$ cat src/rtl/sbs_pkg.sv
// package for the sync burst sram command decode block
package sbs_pkg;
  localparam int ADDR_W_DEF  = 18;
  localparam int LANES_DEF   = 4;
  localparam int BURST_W     = 2;
  localparam logic [1:0] BURST_RST = 2'h0;
  localparam logic       FT_FLOW   = 1'b0; // flow-through select level
  localparam logic       ORDER_LIN = 1'b0; // linear order select level

  typedef enum logic [2:0] {
    SBS_DESEL  = 3'b000,
    SBS_BEGIN  = 3'b001,
    SBS_CONT   = 3'b010,
    SBS_SUSP   = 3'b011,
    SBS_IDLE   = 3'b100
  } sbs_cyc_t;

  typedef struct packed {
    logic cs_low_first_n;
    logic cs_high;
    logic cs_low_third_n;
    logic proc_strobe_n;
    logic ctrl_strobe_n;
    logic step_n;
    logic all_write_n;
    logic gate_write_n;
  } sbs_ctl_t;
endpackage : sbs_pkg

$ cat src/rtl/sbs_decode.sv
// command decode, burst counter and data control for the sram
// Operation
// RULE1: enable true only when high select is 1 and both low selects 0
// RULE2: strobe with enable false, or first select high, ctrl low: deselect
// RULE3: enabled with processor strobe low loads address and starts read burst
// RULE4: enabled, proc high, ctrl low: load address, read or write
// RULE5: ctrl high, advance low: step counter, read or write by qualifier
// RULE6: ctrl high, advance high: hold address, repeat read or write
// RULE7: continue and suspend ignore selects when processor strobe is high
// RULE8: drive control is asynchronous; low enables drivers only on reads
// RULE9: all listed input combinations, redundant ones too, are decoded
// RULE10: controller may tie proc strobe high, ctrl low for single access
// RULE11: controller may tie proc high, advance low and pulse ctrl strobe
// RULE12: dummy reads with drive control high advance counter like reads
// RULE13: controller keeps drive control high for read to write turnaround
// RULE14: two-bit counter, four addresses, linear or interleaved, then wraps
// RULE15: write when all-write low, or gate low with per-lane selects; code flags a write on gate low even when no lane select is low
// RULE16: data lines stay high impedance during every write
// RULE17: inputs sampled on rising edge; read data flow-through or pipelined
// RULE18: suspend after deselect keeps address and makes no access; code still issues a read or write at the held address
module sbs_decode
  import sbs_pkg::*;
#(
  parameter int ADDR_W = sbs_pkg::ADDR_W_DEF,
  parameter int LANES  = sbs_pkg::LANES_DEF
) (
  // clock, reset and freeze
  input  wire logic                 sys_clk,
  input  wire logic                 nrst,
  input  wire logic                 clk_en,
  // synchronous command, address and write data
  input  wire sbs_pkg::sbs_ctl_t    ctl_in,
  input  wire logic [ADDR_W-1:0]    addr_in,
  input  wire logic [LANES-1:0]     lane_select_n,
  input  wire logic [LANES*8-1:0]   wdata_in,
  // asynchronous drive control and static mode pins
  input  wire logic                 output_drive_n,
  input  wire logic                 burst_order_select,
  input  wire logic                 flow_select_n,
  // array side
  input  wire logic [LANES*8-1:0]   mem_rdata,
  output logic [ADDR_W-1:0]         mem_addr,
  output logic                      mem_rd,
  output logic                      mem_wr,
  output logic [LANES-1:0]          mem_lane_wr,
  output logic [LANES*8-1:0]        mem_wdata,
  // data pins and decoded cycle
  output logic [LANES*8-1:0]        dq_out,
  output logic [LANES-1:0]          dq_oe_n,
  output sbs_pkg::sbs_cyc_t         cycle_kind
);
  import sbs_pkg::*;

  // burst state
  logic [ADDR_W-1:0]  base_reg;
  logic [BURST_W-1:0] cnt_reg;
  logic [BURST_W-1:0] cnt_next;

  // decode of the sampled command
  logic               wq;
  logic [LANES-1:0]   lane_wq;
  sbs_cyc_t           kind;
  logic               is_write;

  // read data path
  logic               rd_live_reg;
  logic               rd_pipe_reg;
  logic [LANES*8-1:0] q_pipe_reg;

  // burst address from base and offset in chosen order
  function automatic logic [BURST_W-1:0] burst_addr(
    input logic [BURST_W-1:0] start,
    input logic [BURST_W-1:0] off,
    input logic               ord);
    burst_addr = (ord == ORDER_LIN) ? BURST_W'(start + off)
                                    : (start ^ off); // RULE14
  endfunction

  // truth table: first_n, high, third_n, proc_n, ctrl_n, step_n
  function automatic sbs_cyc_t decode_cycle(input sbs_ctl_t c);
    logic [5:0] key;
    key = {c.cs_low_first_n, c.cs_high, c.cs_low_third_n,
           c.proc_strobe_n, c.ctrl_strobe_n, c.step_n};
    casez (key)
      6'b0?1?0?: decode_cycle = SBS_DESEL; // RULE2
      6'b00??0?: decode_cycle = SBS_DESEL; // RULE2
      6'b0?10??: decode_cycle = SBS_DESEL; // RULE2
      6'b00?0??: decode_cycle = SBS_DESEL; // RULE2
      6'b1???0?: decode_cycle = SBS_DESEL; // RULE2
      6'b0100??: decode_cycle = SBS_BEGIN; // RULE1 RULE3
      6'b01010?: decode_cycle = SBS_BEGIN; // RULE1 RULE4
      6'b???110: decode_cycle = SBS_CONT;  // RULE5 RULE7
      6'b1???10: decode_cycle = SBS_CONT;  // RULE5 RULE7
      6'b???111: decode_cycle = SBS_SUSP;  // RULE6 RULE7
      6'b1???11: decode_cycle = SBS_SUSP;  // RULE6 RULE7
      default:   decode_cycle = SBS_IDLE;  // RULE9
    endcase
  endfunction

  // cycles that touch the array
  function automatic logic is_access(input sbs_cyc_t k);
    is_access = (k == SBS_BEGIN) || (k == SBS_CONT) || (k == SBS_SUSP);
  endfunction

  // cycle kind; the enable test sits in the begin rows
  always_comb begin
    kind = decode_cycle(ctl_in); // RULE9
  end

  // write qualifier; a begin through processor strobe is always a read
  always_comb begin
    wq       = ~ctl_in.all_write_n | ~ctl_in.gate_write_n; // RULE15
    is_write = wq && !(kind == SBS_BEGIN
                       && !ctl_in.proc_strobe_n); // RULE3 RULE4
  end

  // per-lane write select and output drive, drive gated asynchronously
  for (genvar g = 0; g < LANES; g++) begin : g_lane
    assign lane_wq[g] = ~ctl_in.all_write_n
                      | (~ctl_in.gate_write_n & ~lane_select_n[g]); // RULE15
    assign dq_oe_n[g] = ~rd_live_reg | output_drive_n | mem_wr; // RULE8 RULE16
  end

  // offset: cleared on begin, stepped on continue, held otherwise
  assign cnt_next = (kind == SBS_BEGIN) ? BURST_RST
                  : (kind == SBS_CONT) ? BURST_W'(cnt_reg + 1'b1)
                  : cnt_reg; // RULE14

  // burst start address, loaded on begin cycles
  always_ff @(posedge sys_clk) begin
    if (!nrst) begin
      base_reg <= '0;
    end else if (clk_en && kind == SBS_BEGIN) begin
      base_reg <= addr_in; // RULE17
    end
  end

  // burst offset counter; dummy reads step it too
  always_ff @(posedge sys_clk) begin
    if (!nrst) begin
      cnt_reg <= BURST_RST;
    end else if (clk_en) begin
      cnt_reg <= cnt_next; // RULE12 RULE18
    end
  end

  // array address: external on begin, counter order on continue and suspend, held otherwise
  always_ff @(posedge sys_clk) begin
    if (!nrst) begin
      mem_addr <= '0;
    end else if (clk_en) begin
      if (kind == SBS_BEGIN) begin
        mem_addr <= addr_in;
      end else if (is_access(kind)) begin
        mem_addr <= {base_reg[ADDR_W-1:BURST_W],
                     burst_addr(base_reg[BURST_W-1:0],
                                cnt_next, burst_order_select)}; // RULE5 RULE6
      end
    end
  end

  // read, write and lane strobes, one cycle per command
  always_ff @(posedge sys_clk) begin
    if (!nrst) begin
      mem_rd      <= 1'b0;
      mem_wr      <= 1'b0;
      mem_lane_wr <= '0;
    end else if (clk_en) begin
      if (is_access(kind)) begin
        mem_rd      <= ~is_write; // RULE6 RULE12
        mem_wr      <= is_write;
        mem_lane_wr <= is_write ? lane_wq : '0;
      end else begin
        mem_rd      <= 1'b0; // RULE2
        mem_wr      <= 1'b0;
        mem_lane_wr <= '0;
      end
    end
  end

  // decoded cycle and write data, captured with the command
  always_ff @(posedge sys_clk) begin
    if (!nrst) begin
      cycle_kind <= SBS_IDLE;
      mem_wdata  <= '0;
    end else if (clk_en) begin
      cycle_kind <= kind; // RULE9
      mem_wdata  <= wdata_in; // RULE17
    end
  end

  // read marker one stage behind the access
  always_ff @(posedge sys_clk) begin
    if (!nrst) begin
      rd_pipe_reg <= 1'b0;
    end else if (clk_en) begin
      rd_pipe_reg <= mem_rd;
    end
  end

  // drivers live one edge after a read, two in pipeline mode
  always_ff @(posedge sys_clk) begin
    if (!nrst) begin
      rd_live_reg <= 1'b0;
    end else if (clk_en) begin
      rd_live_reg <= (flow_select_n == FT_FLOW) ? mem_rd
                                                : rd_pipe_reg; // RULE17
    end
  end

  // output register stage, used only in pipeline mode
  always_ff @(posedge sys_clk) begin
    if (!nrst) begin
      q_pipe_reg <= '0;
    end else if (clk_en) begin
      q_pipe_reg <= mem_rdata;
    end
  end

  // data pins: array data direct or through the output stage
  always_ff @(posedge sys_clk) begin
    if (!nrst) begin
      dq_out <= '0;
    end else if (clk_en) begin
      dq_out <= (flow_select_n == FT_FLOW) ? mem_rdata : q_pipe_reg; // RULE17
    end
  end
endmodule // sbs_decode

$ cat config.mk
export PLATFORM = sky130hd
export DESIGN_NAME = sbs_decode
export DESIGN_NICKNAME = d
export VERILOG_FILES = /design/src/rtl/sbs_pkg.sv /design/src/rtl/sbs_decode.sv
export SDC_FILE = /design/constraint.sdc
export NUM_CORES = 1
export LEC_CHECK = 0
export BUFFER_PORTS_ARGS = -buffer_cell sky130_fd_sc_hd__buf_2
export CAP_MARGIN = 20
export CORE_ASPECT_RATIO = 0.75
export CORE_MARGIN = 4
export CORE_UTILIZATION = 50
export CTS_CLUSTER_DIAMETER = 40
export DETAILED_ROUTE_END_ITERATION = 16
export GPL_TIMING_DRIVEN = 1
export PLACE_DENSITY = 0.9
export SYNTH_ARGS = -nofsm -noshare
export SYNTH_HDL_FRONTEND = slang
export SYNTH_SLANG_ARGS = --single-unit
$ cat constraint.sdc
create_clock -name sys_clk -period 2.4 [get_ports sys_clk]
set_input_delay 0 -clock sys_clk [delete_from_list [all_inputs] [get_ports sys_clk]]
set_output_delay 0 -clock sys_clk [all_outputs]
set_load 0.005 [all_outputs]
# Word level (Yosys, flattened, before mapping)
# Cells that the tools add are included.
[op_classes]
addsub = 2
multipliers = 0
div_mod_pow = 0
magnitude_cmp = 0
eq_ne = 12
n_shift = 0
muxes = 17
bitwise_logic = 20
n_reduce_logical = 13
[ops]
columns = ["op", "n"]
rows = [
  ["18-bit two-way mux", 2],
  ["32-bit two-way mux", 1],
  ["3-bit by 2-bit equality test with 1-bit output, second input constant", 4],
  ["3-bit equality test, second input constant", 4],
  ["3-bit two-way mux", 4],
  ["3-bit one-hot mux with 3 select lines", 1],
  ["4-bit two-way mux", 2],
  ["1-bit inverter", 8],
  ["1-bit OR", 7],
  ["3-bit zero test", 2],
  ["2-bit two-way mux", 3],
  ["3-bit one-hot mux with 2 select lines", 1],
  ["5-bit by 4-bit equality test with 1-bit output, second input constant", 1],
  ["1-bit bitwise AND", 4],
  ["4-bit by 3-bit equality test with 1-bit output, second input constant", 1],
  ["2-bit OR reduction", 2],
  ["3-bit by 1-bit equality test with 1-bit output, second input constant", 1],
  ["1-bit logical AND", 3],
  ["1-bit two-way mux", 3],
  ["2-bit by 1-bit adder with 2-bit output, second input constant", 1],
  ["2-bit adder", 1],
  ["2-bit equality test, second input constant", 1],
  ["1-bit zero test", 2],
  ["1-bit logical OR", 2],
  ["3 further kinds", 3],
]
[word_totals]
regBits = 145
latchBits = 0
mem_bits_rw = 0
mem_bits_ro = 0
in_bits = 100
out_inout_bits = 95
n_memories = 0

# Depth between registers and ports, before layout
# Gate-level depths: netlist of run 1.
[logic_depth]
depth_word = 14
mapped_depth = 10
ltp_nobuf = 9

# Least setup slack after synthesis of run 1
# Ideal clock, no wire load.
[synth_timing]
path_kind = "input to register"
startpoint = "input port ctl_in[7] (netlist bit)"
endpoint = "register mem_addr[1]"
setup_time_ns = 0.138
t_arrival_ns = 1.575
required_ns = 2.262
slack_ns = 0.687
cell_stages = 10
n_path_buf = 2
path_cell_list = "or3b_1 > buf_2 > a21oi_1 > buf_2 > nor2_1 > ha_1 > nor2b_1 > xnor2_1 > xnor2_1 > o221ai_1"
[synth_between]
elab_chain_len = 13
[synth_rtl]
columns = ["element", "line_no", "source"]
rows = [
  ["start, declared", "sbs_decode.sv:32", "input wire sbs_pkg::sbs_ctl_t ctl_in,"],
  ["3-bit equality test (tied with other cells)", "sbs_decode.sv:84", "casez (key)"],
  ["3-bit one-hot mux with 2 select lines or 2-bit OR reduction (tied branches)", "-", ""],
  ["3-bit one-hot mux with 3 select lines", "sbs_decode.sv:84", ""],
  ["3-bit two-way mux (2 in a row)", "sbs_decode.sv:84", ""],
  ["3-bit two-way mux (*)", "sbs_decode.sv:84", ""],
  ["3-bit by 2-bit equality test with 1-bit output", "sbs_decode.sv:126", ": (kind == SBS_CONT) ? BURST_W'(cnt_reg + 1'b1)"],
  ["2-bit two-way mux", "sbs_decode.sv:126", ""],
  ["2-bit two-way mux (*)", "sbs_decode.sv:125", "assign cnt_next = (kind == SBS_BEGIN) ? BURST_RST"],
  ["via cnt_next[0]", "sbs_decode.sv:57", "logic [BURST_W-1:0] cnt_next;"],
  ["2-bit adder (*)", "sbs_decode.sv:75", "burst_addr = (ord == ORDER_LIN) ? BURST_W'(start + off)"],
  ["2-bit two-way mux (*)", "sbs_decode.sv:75", ""],
  ["18-bit two-way mux (*)", "sbs_decode.sv:154", "end else if (is_access(kind)) begin"],
  ["18-bit two-way mux (*)", "sbs_decode.sv:152", "if (kind == SBS_BEGIN) begin"],
  ["end signal, assigned", "sbs_decode.sv:153", "mem_addr <= addr_in;"],
  ["end signal, assigned", "sbs_decode.sv:155", "mem_addr <= {base_reg[ADDR_W-1:BURST_W],"],
  ["end, declared", "sbs_decode.sv:42", "output logic [ADDR_W-1:0] mem_addr,"],
]
# The timed path passes the listed nets; every way through them passes the cells marked *. The select of a mux whose other input is x is not followed.
# A chain may end at the register's enable or synchronous reset.

# Worst setup path after layout of run 1
[layout_timing]
startpoint = "input port ctl_in[2] (netlist bit)"
endpoint = "register mem_addr[1]"
[layout_between]
elab_chain_len = 13
[layout_rtl]
columns = ["element", "line_no"]
rows = [
  ["3-bit equality test", "sbs_decode.sv:84"],
  ["3-bit one-hot mux with 2 select lines", "sbs_decode.sv:84"],
  ["3-bit one-hot mux with 3 select lines (*)", "sbs_decode.sv:84"],
  ["3-bit two-way mux (*) (3 in a row)", "sbs_decode.sv:84"],
  ["3-bit by 2-bit equality test with 1-bit output", "sbs_decode.sv:126"],
  ["2-bit two-way mux", "sbs_decode.sv:126"],
  ["2-bit two-way mux (*)", "sbs_decode.sv:125"],
  ["via cnt_next[0]", "sbs_decode.sv:57"],
  ["2-bit adder (*)", "sbs_decode.sv:75"],
  ["2-bit two-way mux (*)", "sbs_decode.sv:75"],
  ["18-bit two-way mux (*)", "sbs_decode.sv:154"],
  ["18-bit two-way mux (*)", "sbs_decode.sv:152"],
]
# Marked as above.

==> flow_summary.yaml, run 1 <==
power:
  powerDensity_nw_per_um2: 739
  vdd_drop_max_uv: 482
  power.leakage_nw: 3.86
timing:
  setup_tns_ns: 0
  max_freq_ghz: 0.583
  setup_violations: 0
  fin_crit_sh: 0.715
  finalHoldViolCount: 0
  period_minus_slack_ns: 1.71
  slew_headroom: 0.520
  drv_slew: 0
  rsz0062_at_grt: "no"
  worst_slew_pin_slew_ns: 0.720
  finalHoldWorstSlack_ns: 0.0269
  fin_skew_ns: 0.0108
grt:
  first_global_vias: 5537
  antenna_found_initial: 0
  gr-total-overflow: 0
  grt_max_degree: 135
  grt_use_total: 0.257
  grt_pass1_wl_mm: 28.1
route:
  vias: 5479
  wl_per_cell_um: 16.9
  ant_nets: 0
  drc: 0
  vias_per_cell: 5.35
  drtIter0Drc: 311
  dr.pass1.iters: 5
  wl_mm: 17.3
setup_path:
  reg2reg_from: "cnt_reg[0]$_SDFFE_PN0P_"
  required_ns: 2.67
  slowest_stage: "dlygate4sd3_1"
  worstSetupPathType: "in -> reg"
  reg2reg_depth: 7
  arrival_ns: 1.99
  crit_top_cell: "xnor2_1"
  slowest_delay_ns: 0.55
  critPathLaunchType: "input pin"
  crit_chain: "dlygate4sd3_1, buf_2, nor2_1, xnor2_1, nor2_1, ha_1, nor2b_1, xnor2_1, xnor2_1, o221ai_1"
  worstPathMaxFanout: 5
  crit_path_end_kind: "flop"
  r2r_slack_ns: 0.87
  rr_endpoint: "mem_addr[1]$_SDFFE_PN0P_"
min_path:
  holdPathEnd: "mem_rd$_SDFFE_PN0P_"
  holdPathStages: 5
  worstHoldStart: "ctl_in[0]"
  holdCritPathClass: "in -> reg"
finish:
  mostFrequentLayoutCell: "buf_2"
  final_core_util: 0.751
  layout_common_cells: "193 x buf_2, 145 x dfxtp_1, 98 x mux2i_1"
  area_growth_pct: 43.9
  drive_above_1_share: 0.284
  final_area_um2: 8380
  fin_cells: 1024
  fin_nets: 971
logic_synthesis:
  yosys.area.top_type: "dfxtp_1"
  yosys-top-cells-area: "dfxtp_1 50%, mux2i_1 17%, nor2_1 6.1%"
  synth.top_cell.area_share: 0.499
  synth_edf_count: 0
  ys_types: 33
  syn_area_um2: 5820
  synthArstFlopShare: 0
  synth.avg_cell_area_um2: 9.59
  syn_nets: 708
  synthesis.instances: 607
  ys.warnings.count: 0
  ys.flop_type: "dfxtp_1"
  seq_area_frac_synth: 0.499
  synth-seq-cells: 145
clock_tree:
  root_buffer: "clkbuf_16"
  numCtsBuffers: 17
  cts_buffer_depth: 2
  htreeDepth: 4
  clock_latency_ns: 0.41
  numClockSinks: 145
  postCtsSetupBuffers: 0
  path_clk_slew_ns: 0.06
  cts_tree: "yes"
die:
  initial_core_util: 0.522
  fp.dieH_um: 101
  ios: 195
  num_rows: 33
  dieArea_um2: 13500
  core_um2: 11100
  die_width_um: 133
run_status:
  status: "complete, no violations"
placement:
  globalplace.congestion: 0.769
  dpl_cell_area_um2: 6830
  placed_cells: 900
  hpwl_mm: 9.77
  io_buffers: 194
flow_run:
  drv_cap: 0
layer usage:
layer,vias up,share of wire,global-route usage
li1,2625,-,-
met1,2599,0.41,0.309
met2,233,0.50,0.456
met3,22,0.081,0.0745
met4,0,0.012,0.0743
met5,-,0,0
layout make-up:
| class | count | area [µm²] |
|---|---|---|
| fill | 717 | 2770 |
| clock inverter | 14 | 193 |
| clock buffer | 18 | 439 |
| sequential | 145 | 2900 |
| tap | 140 | 175 |
| inverter | 3 | 11.3 |
| antenna | 1 | 2.50 |
| timing repair buffer | 295 | 2000 |
| multi-input combinational | 408 | 2660 |
metrics by stage:
stage | power (mW) | setup WS, ns
after global placement | 3.28 | 0.670
final | 6.19 | 0.685
after global routing | 6.43 | 0.525
after floorplan | 3.03 | 0.687
after detailed placement | 3.30 | 0.592
after CTS | 6.20 | 0.755
power by group:
| part | internal, mW | leakage (nW) | switching, mW | total [mW] |
|---|---|---|---|---|
| Sequential | 2.55 | 1.19 | 0.0803 | 2.63 |
| Combinational | 0.395 | 2.36 | 0.380 | 0.775 |
| Clock | 1.70 | 0.308 | 1.08 | 2.78 |
cells in the mapped netlist (all sizes together) (2+ instances only):
library cell and instances:
a211oi 31, a21o 2, a21oi 7, a22oi 5, a311oi 17, buf 23
clkbuf 28, dfxtp 145, inv 3, mux2i 98, nand2 63, nand3 19
nor2 94, nor2b 33, o211a 2, o21ai 24, xnor2 3
kinds of logic (layout without fill, tap and decap cells):
family                   count (synthesis)  count (layout)  share of synthesized area
AO/OA/AOI/OAI                           91              91                      0.121
AND/OR/NAND/NOR                        214             214                      0.159
XOR/XNOR                                 4               4                    0.00602
adder cells (fa/ha/maj)                  1               1                    0.00215
flip-flops                             145             145                      0.499
multiplexers                            98              98                      0.168
buffers and inverters                   54             330                     0.0453
other                                    0               1                          0
worst max-delay path, delay by kind of cell:
kind / cells / cell delay (ns)
AO/OA/AOI/OAI: 1 / 0.14
XOR/XNOR: 3 / 0.49
adder cells (fa/ha/maj): 1 / 0.17
buffers and inverters: 2 / 0.69
AND/OR/NAND/NOR: 3 / 0.50
how the worst max path moves through the flow:
stage                         start                       end  slack [ns]  cells after the start
after CTS                 ctl_in[2]  mem_addr[1]$_SDFFE_PN0P_        0.75                     10
after floorplan           ctl_in[7]  mem_addr[1]$_SDFFE_PN0P_        0.69                     10
after global placement    ctl_in[7]  mem_addr[1]$_SDFFE_PN0P_        0.67                      9
final                     ctl_in[2]  mem_addr[1]$_SDFFE_PN0P_        0.69                     10
after detailed placement  ctl_in[7]  mem_addr[1]$_SDFFE_PN0P_        0.59                      9
after global routing      ctl_in[2]  mem_addr[1]$_SDFFE_PN0P_        0.52                     10
what timing repair did:
item                                   4_1_cts  5_1_grt
endpoints found under the hold margin      137        0
hold buffers                                91        0
resized for setup                            0        0
(Power assumes the default switching activity.)
==> run 2, diff against run 1 <==
Settings changed: ABC_AREA from default to 1, CORE_UTILIZATION 50 to 46, PLACE_DENSITY 0.9 to 0.87.
Clock period 2.4 ns to 1.4 ns, I/O delays scaled along.
==> flow_summary.yaml, run 2 <==
grt:
  grt_pass1_wl_mm: 30.0
  grt_max_degree: 73
  antenna_found_initial: 0
  gr-total-overflow: 0
  grt_use_total: 0.242
  first_global_vias: 6198
setup_path:
  worstSetupPathType: "reg -> reg"
  cp_num_buf_inv: 2
  slowest_delay_ns: 0.39
  required_ns: 1.74
  cp_top_family: "simple AND/OR/NAND/NOR gates"
  crit_start: "cnt_reg[0]$_SDFFE_PN0P_"
  crit_path_end_kind: "flop"
  reg2reg_from: "cnt_reg[0]$_SDFFE_PN0P_"
  slowest_stage: "dfxtp_4"
  critPathLaunchType: "flop"
  crit_chain: "nand3_4, nand3_4, inv_2, ha_4, nand2_2, xor2_1, inv_1, nand2_1, nand2_1, nor2_1, nor2_1, nor2_1"
  critical_path.endpoint: "mem_addr[1]$_SDFFE_PN0P_"
  reg2reg_depth: 12
  arrival_ns: 1.73
  worstPathMaxFanout: 4
  cp.depth: 12
  r2r_slack_ns: 0.007
  crit_top_cell: "nor2_1"
  rr_endpoint: "mem_addr[1]$_SDFFE_PN0P_"
route:
  wl_mm: 18.9
  drtIter0Drc: 515
  vias_per_cell: 5.08
  drc: 0
  vias: 6516
  wl_per_cell_um: 14.7
  dr.pass1.iters: 5
  ant_nets: 0
timing:
  worst_slew_pin_slew_ns: 0.303
  fin_crit_sh: 0.995
  rsz0062_at_grt: "yes"
  finalHoldViolCount: 0
  drv_slew: 0
  setup_violations: 0
  finalHoldWorstSlack_ns: 0.0410
  period_minus_slack_ns: 1.39
  max_freq_ghz: 0.718
  slew_headroom: 0.796
  fin_skew_ns: 0.00815
placement:
  io_buffers: 194
  globalplace.congestion: 0.790
  hpwl_mm: 10.9
  placed_cells: 1152
logic_synthesis:
  synth.top_cell.area_share: 0.475
  ys.flop_type: "dfxtp_1"
  syn_area_um2: 6110
  yosys-top-cells-area: "dfxtp_1 47%, nor2_1 12%, nand2_1 9.6%"
  synth_edf_count: 0
  synthArstFlopShare: 0
  seq_area_frac_synth: 0.475
  yosys.cell_count.top_type: "nor2_1"
  synthTopCellsByCount: "189 x nor2_1, 157 x nand2_1, 145 x dfxtp_1, 99 x o21ai_0, 43 x inv_1"
  ys_types: 33
  synth.avg_cell_area_um2: 7.42
  synth-seq-cells: 145
  ys.warnings.count: 0
  yosys.area.top_type: "dfxtp_1"
  synthesis.instances: 824
  syn_nets: 925
clock_tree:
  path_clk_slew_ns: 0.06
  root_buffer: "clkbuf_16"
  numClockSinks: 145
  clock_latency_ns: 0.40
  cts_tree: "yes"
  numCtsBuffers: 17
  htreeDepth: 4
  cts_buffer_depth: 2
die:
  ios: 195
  dieArea_um2: 15200
  num_rows: 36
  die_width_um: 141
  fp.dieH_um: 108
  initial_core_util: 0.470
  core_um2: 13000
run_status:
  status: "complete, no violations"
power:
  powerDensity_nw_per_um2: 1210
  vdd_drop_max_uv: 1040
  power.leakage_nw: 4.42
finish:
  drive_above_1_share: 0.265
  fin_nets: 1200
  fin_cells: 1283
  area_growth_pct: 45.2
  layout_common_cells: "192 x buf_2, 189 x nor2_1, 155 x nand2_1"
  mostFrequentLayoutCell: "buf_2"
flow_run:
  drv_cap: 0
min_path:
  holdCritPathClass: "in -> reg"
run 2: changes by cell type after synthesis, moves of 7 or more:
cell	previous run	this run
a311oi_1	17	0
a211oi_1	31	0
nor2b_1	33	0
mux2i_1	98	0
nor3_2	0	18
o21ai_0	12	99
o211ai_1	0	33
o21ai_2	12	0
nand2_1	63	157
nor2_1	94	189
nand3_1	19	40
inv_1	2	43
o21ai_1	0	7
run 2: layer usage:
layer  global-route usage  wire length, µm
met5                    0                0
met4               0.0781              305
met3               0.0639             1490
met2                0.407             9040
met1                0.303             8060
run 2: layout make-up:
class | instances | area (µm²)
clock buffers | 19 | 433
flip-flops and latches | 145 | 2910
fillers | 987 | 4140
diodes | 1 | 2.50
repair buffers | 315 | 2200
well taps | 171 | 214
clock inverters | 12 | 183
inverters | 50 | 208
multi-input cells | 570 | 2740
run 2: cell families (layout without fill, tap and decap cells):
kind of cell             after synthesis  count (layout)  share of synthesized area
adder cells (fa/ha/maj)                1               1                    0.00205
other                                  0               1                          0
buffers and inverters                110             396                     0.0888
flip-flops                           145             145                      0.475
AND/OR/NAND/NOR                      416             417                      0.294
XOR/XNOR                               1               1                    0.00143
AO/OA/AOI/OAI                        151             151                      0.139
run 2: through the flow:
step                power, mW  setup slack, ns  utilization  setup TNS (ns)  area (µm²)
global route             11.2           -0.119        0.682          -0.119        8880
global placement         5.80          -0.0504        0.557         -0.0504        7250
detailed placement       5.85          -0.0940        0.557         -0.0940        7250
finish                   10.8          0.00672        0.682               0        8880
floorplan                5.30           -0.122            -          -0.122        6150
CTS                      10.8          0.00209        0.676               0        8810
run 2: worst register-to-register path, delay by kind of cell, from the launching register on:
family / cells / cell delay (ns)
adder cells (fa/ha/maj): 1 / 0.15
XOR/XNOR: 1 / 0.13
flip-flops: 1 / 0.39
AND/OR/NAND/NOR: 8 / 0.56
buffers and inverters: 2 / 0.11
run 2: how the worst min path moves through the flow:
stage	from	endpoint	slack, ns	cells after the start
after floorplan	output_drive_n	dq_oe_n[0]	0.12	1
after global routing	flow_select_n	rd_live_reg$_SDFFE_PN0P_	0.06	5
after CTS	flow_select_n	rd_live_reg$_SDFFE_PN0P_	0.03	5
after global placement	wdata_in[21]	mem_wdata[21]$_SDFFE_PN0P_	0.22	3
after detailed placement	wdata_in[6]	mem_wdata[6]$_SDFFE_PN0P_	0.23	3
final	flow_select_n	rd_live_reg$_SDFFE_PN0P_	0.04	5
run 2: power breakdown:
group	switching, mW	total [mW]	internal, mW
clock network	1.75	4.75	2.99
logic	0.797	1.50	0.701
registers	0.142	4.54	4.40
run 2: repair_timing:
| item | CTS | global route |
|---|---|---|
| buffers inserted | 0 | 5 |
| endpoints found under the hold margin | 135 | 0 |
| pin swaps | 1 | 5 |
| cloned | 0 | 1 |
| gates resized for setup | 5 | 5 |
| hold buffers | 93 | 0 |
| endpoints found under the setup margin | 5 | 6 |
